<file path="src/verilog/prlc_defines.svh">
// constants for the power, reset, lock and emulation control block
`ifndef PRLC_DEFINES_SVH
`define PRLC_DEFINES_SVH
`define PRLC_PD_BIT        1
`define PRLC_POF_BIT       4
`define PRLC_POWER_CONTROL_REG_POR      8'h10
`define PRLC_POWER_CONTROL_REG_WARM_KEEP 8'h10
`define PRLC_KEY_DEPTH     64
`define PRLC_KEY_ERASED    8'hFF
`define PRLC_LOCK_NONE     3'h0
`define PRLC_LOCK_ONE      3'h1
`define PRLC_LOCK_TWO      3'h3
`define PRLC_LOCK_THREE    3'h7
`define PRLC_SYNC_W        6
// synchroniser reset: pins idle high, reset level idles low
`define PRLC_SYNC_IDLE     6'h1F
`endif

</file>
<file path="src/verilog/prlc_pkg.sv">
// types for the power, reset, lock and emulation control block
package prlc_pkg;
  typedef logic [7:0] prlc_byte_t;
  typedef enum logic [2:0] {
    LVL_NONE, LVL_ONE, LVL_TWO, LVL_THREE, LVL_UNDEF
  } prlc_level_e;
  typedef enum logic [1:0] {
    ST_RUN, ST_DOWN, ST_WAKE, ST_HANDLER
  } prlc_pd_state_e;
  typedef struct packed {
    logic block_ext_code_read;
    logic ea_latched_mode;
    logic program_disable;
    logic verify_disable;
    logic ext_exec_disable;
  } prlc_protect_s;
  typedef struct packed {
    logic active;
    logic port0_float;
    logic weak_pullup;
  } prlc_emul_s;
endpackage : prlc_pkg

</file>
<file path="src/verilog/prlc_key_array.sv">
// encryption key byte store with whole-array erase
`include "prlc_defines.svh"
module prlc_key_array #(
  parameter int DEPTH = `PRLC_KEY_DEPTH,
  parameter int AW    = $clog2(DEPTH)
) (
  input  wire logic             i_clock,
  input  wire logic             i_por_n,
  input  wire logic             i_write,
  input  wire logic [AW-1:0]    i_waddr,
  input  wire prlc_pkg::prlc_byte_t i_wdata,
  input  wire logic             i_erase,
  input  wire logic [AW-1:0]    i_raddr,
  output prlc_pkg::prlc_byte_t  o_rdata
);
  import prlc_pkg::*;
  prlc_byte_t mem_r [DEPTH];

  // unprogrammed and erased bytes read all ones
  always_ff @(posedge i_clock or negedge i_por_n) begin
    if (!i_por_n) begin
      for (int k = 0; k < DEPTH; k++) begin
        mem_r[k] <= `PRLC_KEY_ERASED;
      end
    end else if (i_erase) begin
      for (int k = 0; k < DEPTH; k++) begin
        mem_r[k] <= `PRLC_KEY_ERASED;
      end
    end else if (i_write) begin
      mem_r[i_waddr] <= i_wdata;
    end
  end

  assign o_rdata = mem_r[i_raddr];
endmodule : prlc_key_array

</file>
<file path="src/verilog/prlc_top.sv">
// power-down exit, cold start flag, program lock and emulation entry
//
// Contract
// - power-down left only by reset or interrupt
// - reset reinitialises registers, keeps data RAM
// - interrupt wake keeps all, clears power-down bit
// - wake needs level interrupt; low restarts, high exits
// - after handler return resume past power-down
// - cold start flag bit 4 set at power-up
// - software may set and clear cold flag
// - warm reset leaves cold start flag unchanged
// - verify output is code XNOR sequenced key
// - unprogrammed key bytes read all ones
// - no lock bits: no protection, still encrypted
// - first lock: block reads, latch pin, no programming
// - two locks: also code verify disabled
// - three locks: also external execution disabled
// - other lock combinations are undefined
// - erase clears key array and lock bits
// - emulation entered by strobe low during reset
// - emulation: port 0 floats, others pulled weakly
// - emulation left only by a valid reset
`include "prlc_defines.svh"
module prlc_top #(
  parameter int KEY_DEPTH = `PRLC_KEY_DEPTH,
  parameter int KAW       = $clog2(KEY_DEPTH)
) (
  input  wire logic                  i_clock,
  input  wire logic                  i_reset_n,
  input  wire logic                  i_por_n,
  input  wire logic                  i_power_control_reg_wr,
  input  wire prlc_pkg::prlc_byte_t  i_power_control_reg_wdata,
  input  wire logic                  i_ext_irq_zero,
  input  wire logic                  i_ext_irq_one,
  input  wire logic [1:0]            i_irq_enable,
  input  wire logic [1:0]            i_irq_level_mode,
  input  wire logic [15:0]           i_next_pc,
  input  wire logic                  i_return_from_interrupt,
  input  wire logic                  i_external_access_pin,
  input  wire logic                  i_ale,
  input  wire logic                  i_program_store_enable,
  input  wire logic [2:0]            i_lock_program,
  input  wire logic                  i_key_write,
  input  wire logic [KAW-1:0]        i_key_addr,
  input  wire prlc_pkg::prlc_byte_t  i_key_data,
  input  wire logic                  i_erase,
  input  wire logic                  i_verify_req,
  input  wire logic [15:0]           i_verify_addr,
  input  wire prlc_pkg::prlc_byte_t  i_code_byte,
  output prlc_pkg::prlc_byte_t       o_power_control_reg,
  output logic                       o_osc_enable,
  output logic                       o_powerdown_active,
  output logic [1:0]                 o_wake_irq,
  output logic                       o_resume_valid,
  output logic [15:0]                o_resume_addr,
  output logic                       o_sfr_reinit,
  output prlc_pkg::prlc_protect_s    o_protect,
  output prlc_pkg::prlc_level_e      o_level,
  output logic                       o_external_access,
  output logic [2:0]                 o_lock_bits,
  output prlc_pkg::prlc_byte_t       o_verify_data,
  output logic                       o_verify_valid,
  output logic                       o_verify_refused,
  output prlc_pkg::prlc_emul_s       o_emul
);
  import prlc_pkg::*;

  // pin synchronisers: reset level, program_store_enable, ale, ea, irq1, irq0
  logic [`PRLC_SYNC_W-1:0] sync_in;
  logic [`PRLC_SYNC_W-1:0] sync_meta_r;
  logic [`PRLC_SYNC_W-1:0] sync_q_r;
  assign sync_in = {~i_reset_n, i_program_store_enable, i_ale,
                    i_external_access_pin, i_ext_irq_one, i_ext_irq_zero};

  localparam logic [`PRLC_SYNC_W-1:0] SYNC_IDLE = `PRLC_SYNC_IDLE;

  genvar g;
  generate
    for (g = 0; g < `PRLC_SYNC_W; g++) begin : g_sync
      always_ff @(posedge i_clock or negedge i_por_n) begin
        if (!i_por_n) begin
          sync_meta_r[g] <= SYNC_IDLE[g];
          sync_q_r[g]    <= SYNC_IDLE[g];
        end else begin
          sync_meta_r[g] <= sync_in[g];
          sync_q_r[g]    <= sync_meta_r[g];
        end
      end
    end
  endgenerate

  logic       rst_q;
  logic       program_store_enable_q;
  logic       ale_q;
  logic       ea_q;
  logic [1:0] irq_q;
  logic       rst_d_r;
  assign rst_q  = sync_q_r[5];
  assign program_store_enable_q = sync_q_r[4];
  assign ale_q  = sync_q_r[3];
  assign ea_q   = sync_q_r[2];
  assign irq_q  = sync_q_r[1:0];

  // power control register, power-on loads 8'h10, warm reset keeps only bit 4
  prlc_byte_t power_control_reg_r;
  prlc_byte_t power_control_reg_nxt;
  logic       pd_clear;

  always_comb begin
    power_control_reg_nxt = power_control_reg_r;
    if (rst_q) begin
      power_control_reg_nxt = power_control_reg_r & `PRLC_POWER_CONTROL_REG_WARM_KEEP;
    end else if (i_power_control_reg_wr) begin
      power_control_reg_nxt = i_power_control_reg_wdata;
    end
    if (pd_clear) begin
      power_control_reg_nxt[`PRLC_PD_BIT] = 1'b0;
    end
  end

  always_ff @(posedge i_clock or negedge i_por_n) begin
    if (!i_por_n) begin
      power_control_reg_r <= `PRLC_POWER_CONTROL_REG_POR;
    end else begin
      power_control_reg_r <= power_control_reg_nxt;
    end
  end

  // power-down sequencer
  prlc_pd_state_e state_r;
  prlc_pd_state_e state_nxt;
  logic [1:0]     wake_src_r;
  logic [1:0]     wake_src_nxt;
  logic [15:0]    resume_r;
  logic [15:0]    resume_nxt;
  logic [1:0]     wake_pulse;
  logic           resume_pulse;
  logic [1:0]     wake_low;

  assign wake_low = i_irq_enable & i_irq_level_mode & ~irq_q;

  always_comb begin
    state_nxt    = state_r;
    wake_src_nxt = wake_src_r;
    resume_nxt   = resume_r;
    wake_pulse   = 2'h0;
    resume_pulse = 1'b0;
    pd_clear     = 1'b0;
    case (state_r)
      ST_RUN: begin
        // short reset: enter power-down on a set power-down bit only after reset and reinit have dropped
        if (power_control_reg_r[`PRLC_PD_BIT] && !rst_q && !rst_d_r &&
            !o_sfr_reinit) begin
          state_nxt  = ST_DOWN;
          resume_nxt = i_next_pc;
        end
      end
      ST_DOWN: begin
        if (wake_low != 2'h0) begin
          state_nxt    = ST_WAKE;
          wake_src_nxt = wake_low[0] ? 2'h1 : 2'h2;
        end
      end
      ST_WAKE: begin
        if ((wake_src_r & irq_q) != 2'h0) begin
          state_nxt  = ST_HANDLER;
          wake_pulse = wake_src_r;
          pd_clear   = 1'b1;
        end
      end
      ST_HANDLER: begin
        if (i_return_from_interrupt) begin
          state_nxt    = ST_RUN;
          resume_pulse = 1'b1;
        end
      end
      default: begin
        state_nxt = ST_RUN;
      end
    endcase
  end

  always_ff @(posedge i_clock or negedge i_reset_n) begin
    if (!i_reset_n) begin
      state_r    <= ST_RUN;
      wake_src_r <= 2'h0;
      resume_r   <= 16'h0000;
    end else begin
      state_r    <= state_nxt;
      wake_src_r <= wake_src_nxt;
      resume_r   <= resume_nxt;
    end
  end

  // lock bit storage, survives warm reset
  logic [2:0] lock_r;
  logic [2:0] lock_nxt;
  prlc_protect_s prot_r;
  prlc_protect_s prot_nxt;
  prlc_level_e   level_r;
  prlc_level_e   level_nxt;
  logic          captured_r;
  logic          captured_nxt;
  logic          ea_latch_r;
  logic          ea_latch_nxt;

  always_comb begin
    lock_nxt = lock_r | i_lock_program;
    if (i_erase) begin
      lock_nxt = `PRLC_LOCK_NONE;
    end
  end

  always_ff @(posedge i_clock or negedge i_por_n) begin
    if (!i_por_n) begin
      lock_r <= `PRLC_LOCK_NONE;
    end else begin
      lock_r <= lock_nxt;
    end
  end

  // protection decoded once after reset release
  always_comb begin
    prot_nxt     = prot_r;
    level_nxt    = level_r;
    captured_nxt = 1'b1;
    ea_latch_nxt = ea_latch_r;
    if (!captured_r) begin
      ea_latch_nxt = ea_q;
      case (lock_r)
        `PRLC_LOCK_NONE: begin
          level_nxt = LVL_NONE;
          prot_nxt  = 5'b00000;
        end
        `PRLC_LOCK_ONE: begin
          level_nxt = LVL_ONE;
          prot_nxt  = 5'b11100;
        end
        `PRLC_LOCK_TWO: begin
          level_nxt = LVL_TWO;
          prot_nxt  = 5'b11110;
        end
        `PRLC_LOCK_THREE: begin
          level_nxt = LVL_THREE;
          prot_nxt  = 5'b11111;
        end
        default: begin
          level_nxt = LVL_UNDEF;
          prot_nxt  = 5'b11111;
        end
      endcase
    end
  end

  always_ff @(posedge i_clock or negedge i_reset_n) begin
    if (!i_reset_n) begin
      prot_r     <= 5'b11111;
      level_r    <= LVL_UNDEF;
      captured_r <= 1'b0;
      ea_latch_r <= 1'b0;
    end else begin
      prot_r     <= prot_nxt;
      level_r    <= level_nxt;
      captured_r <= captured_nxt;
      ea_latch_r <= ea_latch_nxt;
    end
  end

  // key array and code verify
  prlc_byte_t key_byte;
  prlc_byte_t vdata_r;
  prlc_byte_t vdata_nxt;
  logic       vvalid_r;
  logic       vvalid_nxt;
  logic       vrefused_r;
  logic       vrefused_nxt;

  prlc_key_array #(
    .DEPTH (KEY_DEPTH),
    .AW    (KAW)
  ) u_key (
    .i_clock (i_clock),
    .i_por_n (i_por_n),
    .i_write (i_key_write & ~prot_r.program_disable),
    .i_waddr (i_key_addr),
    .i_wdata (i_key_data),
    .i_erase (i_erase),
    .i_raddr (i_verify_addr[KAW-1:0]),
    .o_rdata (key_byte)
  );

  always_comb begin
    vdata_nxt    = vdata_r;
    vvalid_nxt   = 1'b0;
    vrefused_nxt = 1'b0;
    if (i_verify_req) begin
      if (prot_r.verify_disable) begin
        vrefused_nxt = 1'b1;
      end else begin
        vdata_nxt  = ~(i_code_byte ^ key_byte);
        vvalid_nxt = 1'b1;
      end
    end
  end

  always_ff @(posedge i_clock or negedge i_reset_n) begin
    if (!i_reset_n) begin
      vdata_r    <= 8'h00;
      vvalid_r   <= 1'b0;
      vrefused_r <= 1'b0;
    end else begin
      vdata_r    <= vdata_nxt;
      vvalid_r   <= vvalid_nxt;
      vrefused_r <= vrefused_nxt;
    end
  end

  // emulation entry, judged from pins seen during reset
  logic emul_pend_r;
  logic emul_pend_nxt;
  logic emul_r;
  logic emul_nxt;

  always_comb begin
    emul_pend_nxt = emul_pend_r;
    emul_nxt      = emul_r;
    if (rst_q) begin
      emul_nxt = 1'b0;
      if (!rst_d_r) begin
        emul_pend_nxt = 1'b0;
      end
      if (!ale_q && program_store_enable_q) begin
        emul_pend_nxt = 1'b1;
      end
    end else if (rst_d_r) begin
      emul_nxt      = emul_pend_r | ~ale_q;
      emul_pend_nxt = 1'b0;
    end
  end

  always_ff @(posedge i_clock or negedge i_por_n) begin
    if (!i_por_n) begin
      rst_d_r     <= 1'b0;
      emul_pend_r <= 1'b0;
      emul_r      <= 1'b0;
    end else begin
      rst_d_r     <= rst_q;
      emul_pend_r <= emul_pend_nxt;
      emul_r      <= emul_nxt;
    end
  end

  // registered outputs
  always_ff @(posedge i_clock or negedge i_reset_n) begin
    if (!i_reset_n) begin
      o_osc_enable       <= 1'b1;
      o_powerdown_active <= 1'b0;
      o_wake_irq         <= 2'h0;
      o_resume_valid     <= 1'b0;
      o_sfr_reinit       <= 1'b1;
      o_external_access  <= 1'b0;
    end else begin
      o_osc_enable       <= (state_nxt != ST_DOWN) | emul_nxt;
      o_powerdown_active <= (state_nxt == ST_DOWN);
      o_wake_irq         <= wake_pulse;
      o_resume_valid     <= resume_pulse;
      o_sfr_reinit       <= rst_q;
      o_external_access  <= prot_nxt.ea_latched_mode ? ea_latch_nxt : ea_q;
    end
  end

  assign o_power_control_reg = power_control_reg_r;
  assign o_resume_addr       = resume_r;
  assign o_protect           = prot_r;
  assign o_level             = level_r;
  assign o_lock_bits         = lock_r;
  assign o_verify_data       = vdata_r;
  assign o_verify_valid      = vvalid_r;
  assign o_verify_refused    = vrefused_r;
  assign o_emul              = {emul_r, emul_r, emul_r};
endmodule : prlc_top

</file>
<file path="config.mk">
export PLATFORM = sky130hd
export DESIGN_NAME = prlc_top
export DESIGN_NICKNAME = d
export VERILOG_FILES = /design/src/verilog/prlc_pkg.sv /design/src/verilog/prlc_key_array.sv /design/src/verilog/prlc_top.sv
export VERILOG_INCLUDE_DIRS = /design/src /design/src/verilog
export SDC_FILE = /design/constraint.sdc
export NUM_CORES = 1
export LEC_CHECK = 0
export ABC_AREA = 1
export ABC_CLOCK_PERIOD_IN_PS = 1900
export BUFFER_PORTS_ARGS = -buffer_cell sky130_fd_sc_hd__buf_4
export CORE_UTILIZATION = 62
export DETAILED_ROUTE_END_ITERATION = 6
export GPL_TIMING_DRIVEN = 1
export PLACE_DENSITY = 0.8
export SYNTH_ARGS = -nofsm -noshare
export SYNTH_HDL_FRONTEND = slang
export SYNTH_SLANG_ARGS = --single-unit
</file>
<file path="constraint.sdc">
create_clock -name i_clock -period 1.9 [get_ports i_clock]
set_input_delay 0.285 -clock i_clock [delete_from_list [all_inputs] [get_ports i_clock]]
set_output_delay 0.285 -clock i_clock [all_outputs]
set_load 0.05 [all_outputs]
</file>
[Word level (Yosys, flattened, before mapping)]
Index checks and enable logic that the tools add are counted.
Cells by class
  bitwise operators: 17
  $lt $le $gt $ge: 3
  muxes and demuxes: 39
  eq/ne operators: 9
  reduce and logical (&&, ||, !) cells: 22
Operators by type and width (number)
  $mux 512: 2
  $bwmux 512: 1
  $bmux 8 s6: 1
  $demux 8 s6: 1
  $mux 8: 5
  $mux 1: 17
  $pmux 5 s3: 1
  $ge 7x7->1 const B: 2
  $mux 2: 7
  $not 6->7: 2
  $pmux 3 s4: 1
  $reduce_and 2->1: 5
  $reduce_bool 2->1: 5
  $not 8->8: 1
  $pmux 2 s4: 1
  $xor 8x8->8: 1
  $lt 7x1->1 const B: 1
  $and 2x2->2: 3
  $logic_and 1x1->1: 5
  $not 1->1: 5
  $eq 2x1->1 const B: 2
  $eq 2x2->1 const B: 2
  $logic_not 1->1: 4
  $mux 4: 1
  other kinds (13): 14
Word-level totals
  word-level logic and storage cells: 193
  output and inout port bits: 55
  flip-flop bits (word level): 585
  input bits: 82

[Logic depth before layout (Yosys ltp)]
  depth after elaboration: 8
  gate-level depth with buffers: 16
  mapped depth without buffers: 12

[Modules after synthesis]
From an unflattened synthesis, not the netlist that was laid out.
Unflattened totals
  cells, all modules: 3563
  area total of the unflattened synthesis: 28939.0 µm²
Modules (own cells, without submodules)
  prlc_key_array: area each 26042.5 µm², sequential area each 13452.9 µm², cells an instance 3286, times used 1
  prlc_top: area each 2896.5 µm², sequential area each 1824.2 µm², cells an instance 277, times used 1

[Worst setup path before layout]
OpenSTA, ideal clock, no wires.
  kind: reg-to-reg
  from: reg o_protect[4] (netlist name)
  to: reg u_key.mem_r[157] (netlist name)
  clock period less this slack: 1.921 ns
  stages on the path, launching flop included: 10
  library setup time: 0.095 ns
  arrival: 1.826 ns
  required time: 1.805 ns
  path buffers: 2
  path slack: -0.021 ns
  path through: dfstp_2 > inv_1 > nand2_1 > buf_2 > nor3_2 > nand2_1 > nand2_1 > buf_2 > nor2_1 > a21oi_1
RTL lines
  end signal: indexed assignment: line prlc_key_array.sv:23  | mem_r[k] <= `PRLC_KEY_ERASED;
  end signal: indexed assignment: line prlc_key_array.sv:27  | mem_r[k] <= `PRLC_KEY_ERASED;
  end signal: indexed assignment: line prlc_key_array.sv:30  | mem_r[i_waddr] <= i_wdata;
  end: declaration: line prlc_key_array.sv:17  | prlc_byte_t mem_r [DEPTH];

==> results.py <==
metrics = {
    "detailed_routing": {
        "post-route-drc-count": 0,
        "wirelength_um": 77820,
        "num_vias": 24150,
        "dr.pass1.iters": 7,
        "wl_per_cell_um": 19.15,
        "vias_per_cell": 5.945,
        "drtAntennaViolNets": 0,
        "drtIter0Drc": 2936,
    },
    "clock_tree": {
        "path_clk_slew_ps": 70,
        "numCtsBuffers": 59,
        "cts.sinks": 584,
        "cts_tree": "done",
        "cts_setup_buffers": 0,
        "cts_root_buf": "clkbuf_16",
        "clockBufferDepth": 3,
        "clk_latency_ps": 630,
        "h-tree-depth": 2,
    },
    "power": {
        "p_leak_nw": 14.27,
        "worst_ir_drop_vdd_uv": 954.9,
        "power_density_nw_per_um2": 1033,
        "p_total_w": 0.03340,
    },
    "logic_synthesis": {
        "ys.flop_type": "dfstp_2",
        "synth_cell_types": 37,
        "avgSynthCellArea_sq_um": 8.311,
        "synth-async-reset-ratio_pct": 100.0,
        "yosysMostFrequentCell": "nand2_1",
        "synthTopCellsByCount": "nand2_1 (814), dfstp_2 (530), nor2_1 (528)",
        "netlist_area_sq_um": 27220,
        "yosysWarnings": 0,
        "synth_top_area_cell": "dfstp_2",
        "synth_top_area_share_pct": 51.16,
        "synth_edf_count": 0,
        "syn_inst": 3275,
        "ys_seq_area_share_pct": 56.13,
        "synth_fp_nets": 3357,
        "yosys_register_bits": 584,
        "synth_area_leaders": "dfstp_2 (51%), nand2_1 (11%), a21oi_1 (9.1%), nand3_1 (8.4%), nor2_1 (7.3%)",
    },
    "placed_design": {
        "port_buffers": 126,
        "gp_congestion": 0.9704,
        "hpwl_um": 47910,
        "placed_area_sq_um": 29760,
        "dp.cells": 3911,
    },
    "worst_setup_path": {
        "path_cells": "inv_2, nand3_1, nor3_2, buf_4, nand2_1, nand2_1, buf_4, nor2_1, a21oi_1",
        "r2r_start": "o_protect[4]",
        "r2r_end": "u_key.mem_r[116]",
        "end_kind": "flip-flop",
        "ff2ff_path_depth": 9,
        "worst_path_largest_cell_delay_ps": 390,
        "crit_path_max_fanout": 16,
        "worstPathRequired_ps": 2450,
        "path_class": "flip-flop to flip-flop",
        "worstSetupStartpointType": "flip-flop",
        "cp_slowest_cell": "dfstp_2",
        "worstPathArrival_ps": 2380,
        "rrSetupSlack_ps": 70,
        "worst-path-buf-inv": 3,
        "cp_top_family": "simple AND/OR/NAND/NOR gates",
    },
    "sta": {
        "worstMarginPinSlew_ps": 579.3,
        "fin_skew_ps": 19.68,
        "setup_viol": 0,
        "clock.fmax_mhz": 546.2,
        "report.final.slew_viol_count": 0,
        "fin_crit_ps": 1831,
        "maxSlewHeadroom_pct": 61.38,
        "fin_crit_sh_pct": 96.36,
        "hold_viol": 0,
        "grt_setup_unrepaired": "no",
    },
    "cells_and_area": {
        "multi_input_area_sq_um": 10790,
        "area_growth_pct": 18.72,
        "layout-drive-gt1-share_pct": 28.92,
        "nNetsFinal": 3510,
        "antenna_cells": 0,
        "largest_register": "u_key.mem_r",
        "nFillCells": 2960,
        "regArea_sq_um": 15280,
        "largest_reg_flops": 512,
        "finalInstanceArea_sq_um": 32320,
        "instances_no_fill": 4063,
        "final_util_pct": 74.86,
    },
    "floorplan": {
        "die_area_sq_um": 44740,
        "io_pins": 137,
        "core_sq_um": 43170,
        "dieWidth_um": 211.5,
        "rows": 76,
        "initial_core_util_pct": 63.05,
        "die-height_um": 211.5,
    },
    "hold_path": {
        "min_path_type": "primary input to flip-flop",
        "hold_end": "u_key.mem_r[133]",
        "hold_depth": 3,
        "worstHoldStart": "i_key_data[5]",
    },
    "global_route": {
        "grt_pass1_vias": 23590,
        "grt_max_degree": 106,
        "antenna_found_initial": 2,
        "grt_usage_pct": 35.12,
        "grt_pass1_wl_um": 123500,
        "grt-ovfl-total": 0,
    },
    "run": {
        "drv_cap": 0,
    },
    "run_status": {
        "status": "finished clean",
    },
}
==> logic make-up after synthesis <==
logic type / synth area share (%)
AND/OR/NAND/NOR: 27.90
flip-flops: 56.13
AO/OA/AOI/OAI: 10.57
buffers and inverters: 4.702
multiplexers: 0.6619
XOR/XNOR: 0.03218
other: 0.01378
==> layout by cell type (no fill, tap or decap), types with 49 or more instances in the layout <==
cell type    n
inv_1       49
nor2_1     520
nand2_1    800
buf_12      49
buf_4      238
dfrtp_1     54
a21oi_1    495
clkbuf_16   59
nand3_1    455
dfstp_2    530
==> power breakdown <==
part | internal [W] | switching, W | total (W) | leakage [nW]
combinational | 0.00194 | 0.00395 | 0.00589 | 6.99
sequential | 0.0143 | 0.000705 | 0.0151 | 6.25
clock | 0.00739 | 0.00506 | 0.0125 | 1.04
==> metrics by stage <==
| stage | worst slack, ps | hold WS [ps] | setup TNS, ps |
|---|---|---|---|
| finish | 69.07 | 11.55 | 0 |
| floorplan | 70.01 | -10.59 | 0 |
| global placement | -100.5 | 203.2 | -586.2 |
| detailed placement | -163.8 | 217.0 | -776.0 |
| CTS | 12.38 | 6.007 | 0 |
| global route | 2.333 | 34.76 | 0 |
==> worst max-delay path by stage <==
| stage | start | to | slack [ps] | depth (start not counted) |
|---|---|---|---|---|
| CTS | o_protect[4] | u_key.mem_r[367] | 10 | 6 |
| floorplan | o_sfr_reinit | o_resume_addr[10] | 70 | 4 |
| global placement | i_verify_addr[0] | o_verify_data[3] | -100 | 15 |
| detailed placement | i_verify_addr[0] | o_verify_data[6] | -160 | 13 |
| global route | o_protect[4] | u_key.mem_r[112] | 2 | 9 |
| finish | o_protect[4] | u_key.mem_r[116] | 70 | 9 |
==> final cells by class <==
cell class / instances / area share [%]
Sequential cell: 584 / 47.27
Clock inverter: 31 / 1.231
Timing Repair Buffer: 330 / 9.916
Tap cell: 585 / 2.265
Inverter: 60 / 0.7279
Clock buffer: 80 / 5.184
Multi-Input combinational cell: 2393 / 33.40
==> worst register-to-register path: cells and delay by family (launching register included) <==
family | cells | cell delay [ps]
AO/OA/AOI/OAI | 1 | 150
AND/OR/NAND/NOR | 5 | 630
buffers and inverters | 3 | 580
flip-flops | 1 | 390
==> layer usage <==
layer | global-route usage, % | vias to the layer above | wire length (um)
li1 | - | 11020 | -
met1 | 46.08 | 11640 | 30540
met4 | 17.34 | 4 | 3360
met3 | 6.290 | 254 | 6713
met5 | 0 | - | 26
met2 | 56.51 | 1239 | 37180
==> what timing repair did <==
action / CTS / global route
resized for setup: 4 / 17
gates cloned: 0 / 0
pin swaps: 0 / 1
hold buffers: 41 / 0
endpoints found under the hold margin: 107 / 0
setup endpoints to repair: 11 / 171
(Power assumes the default switching activity.)
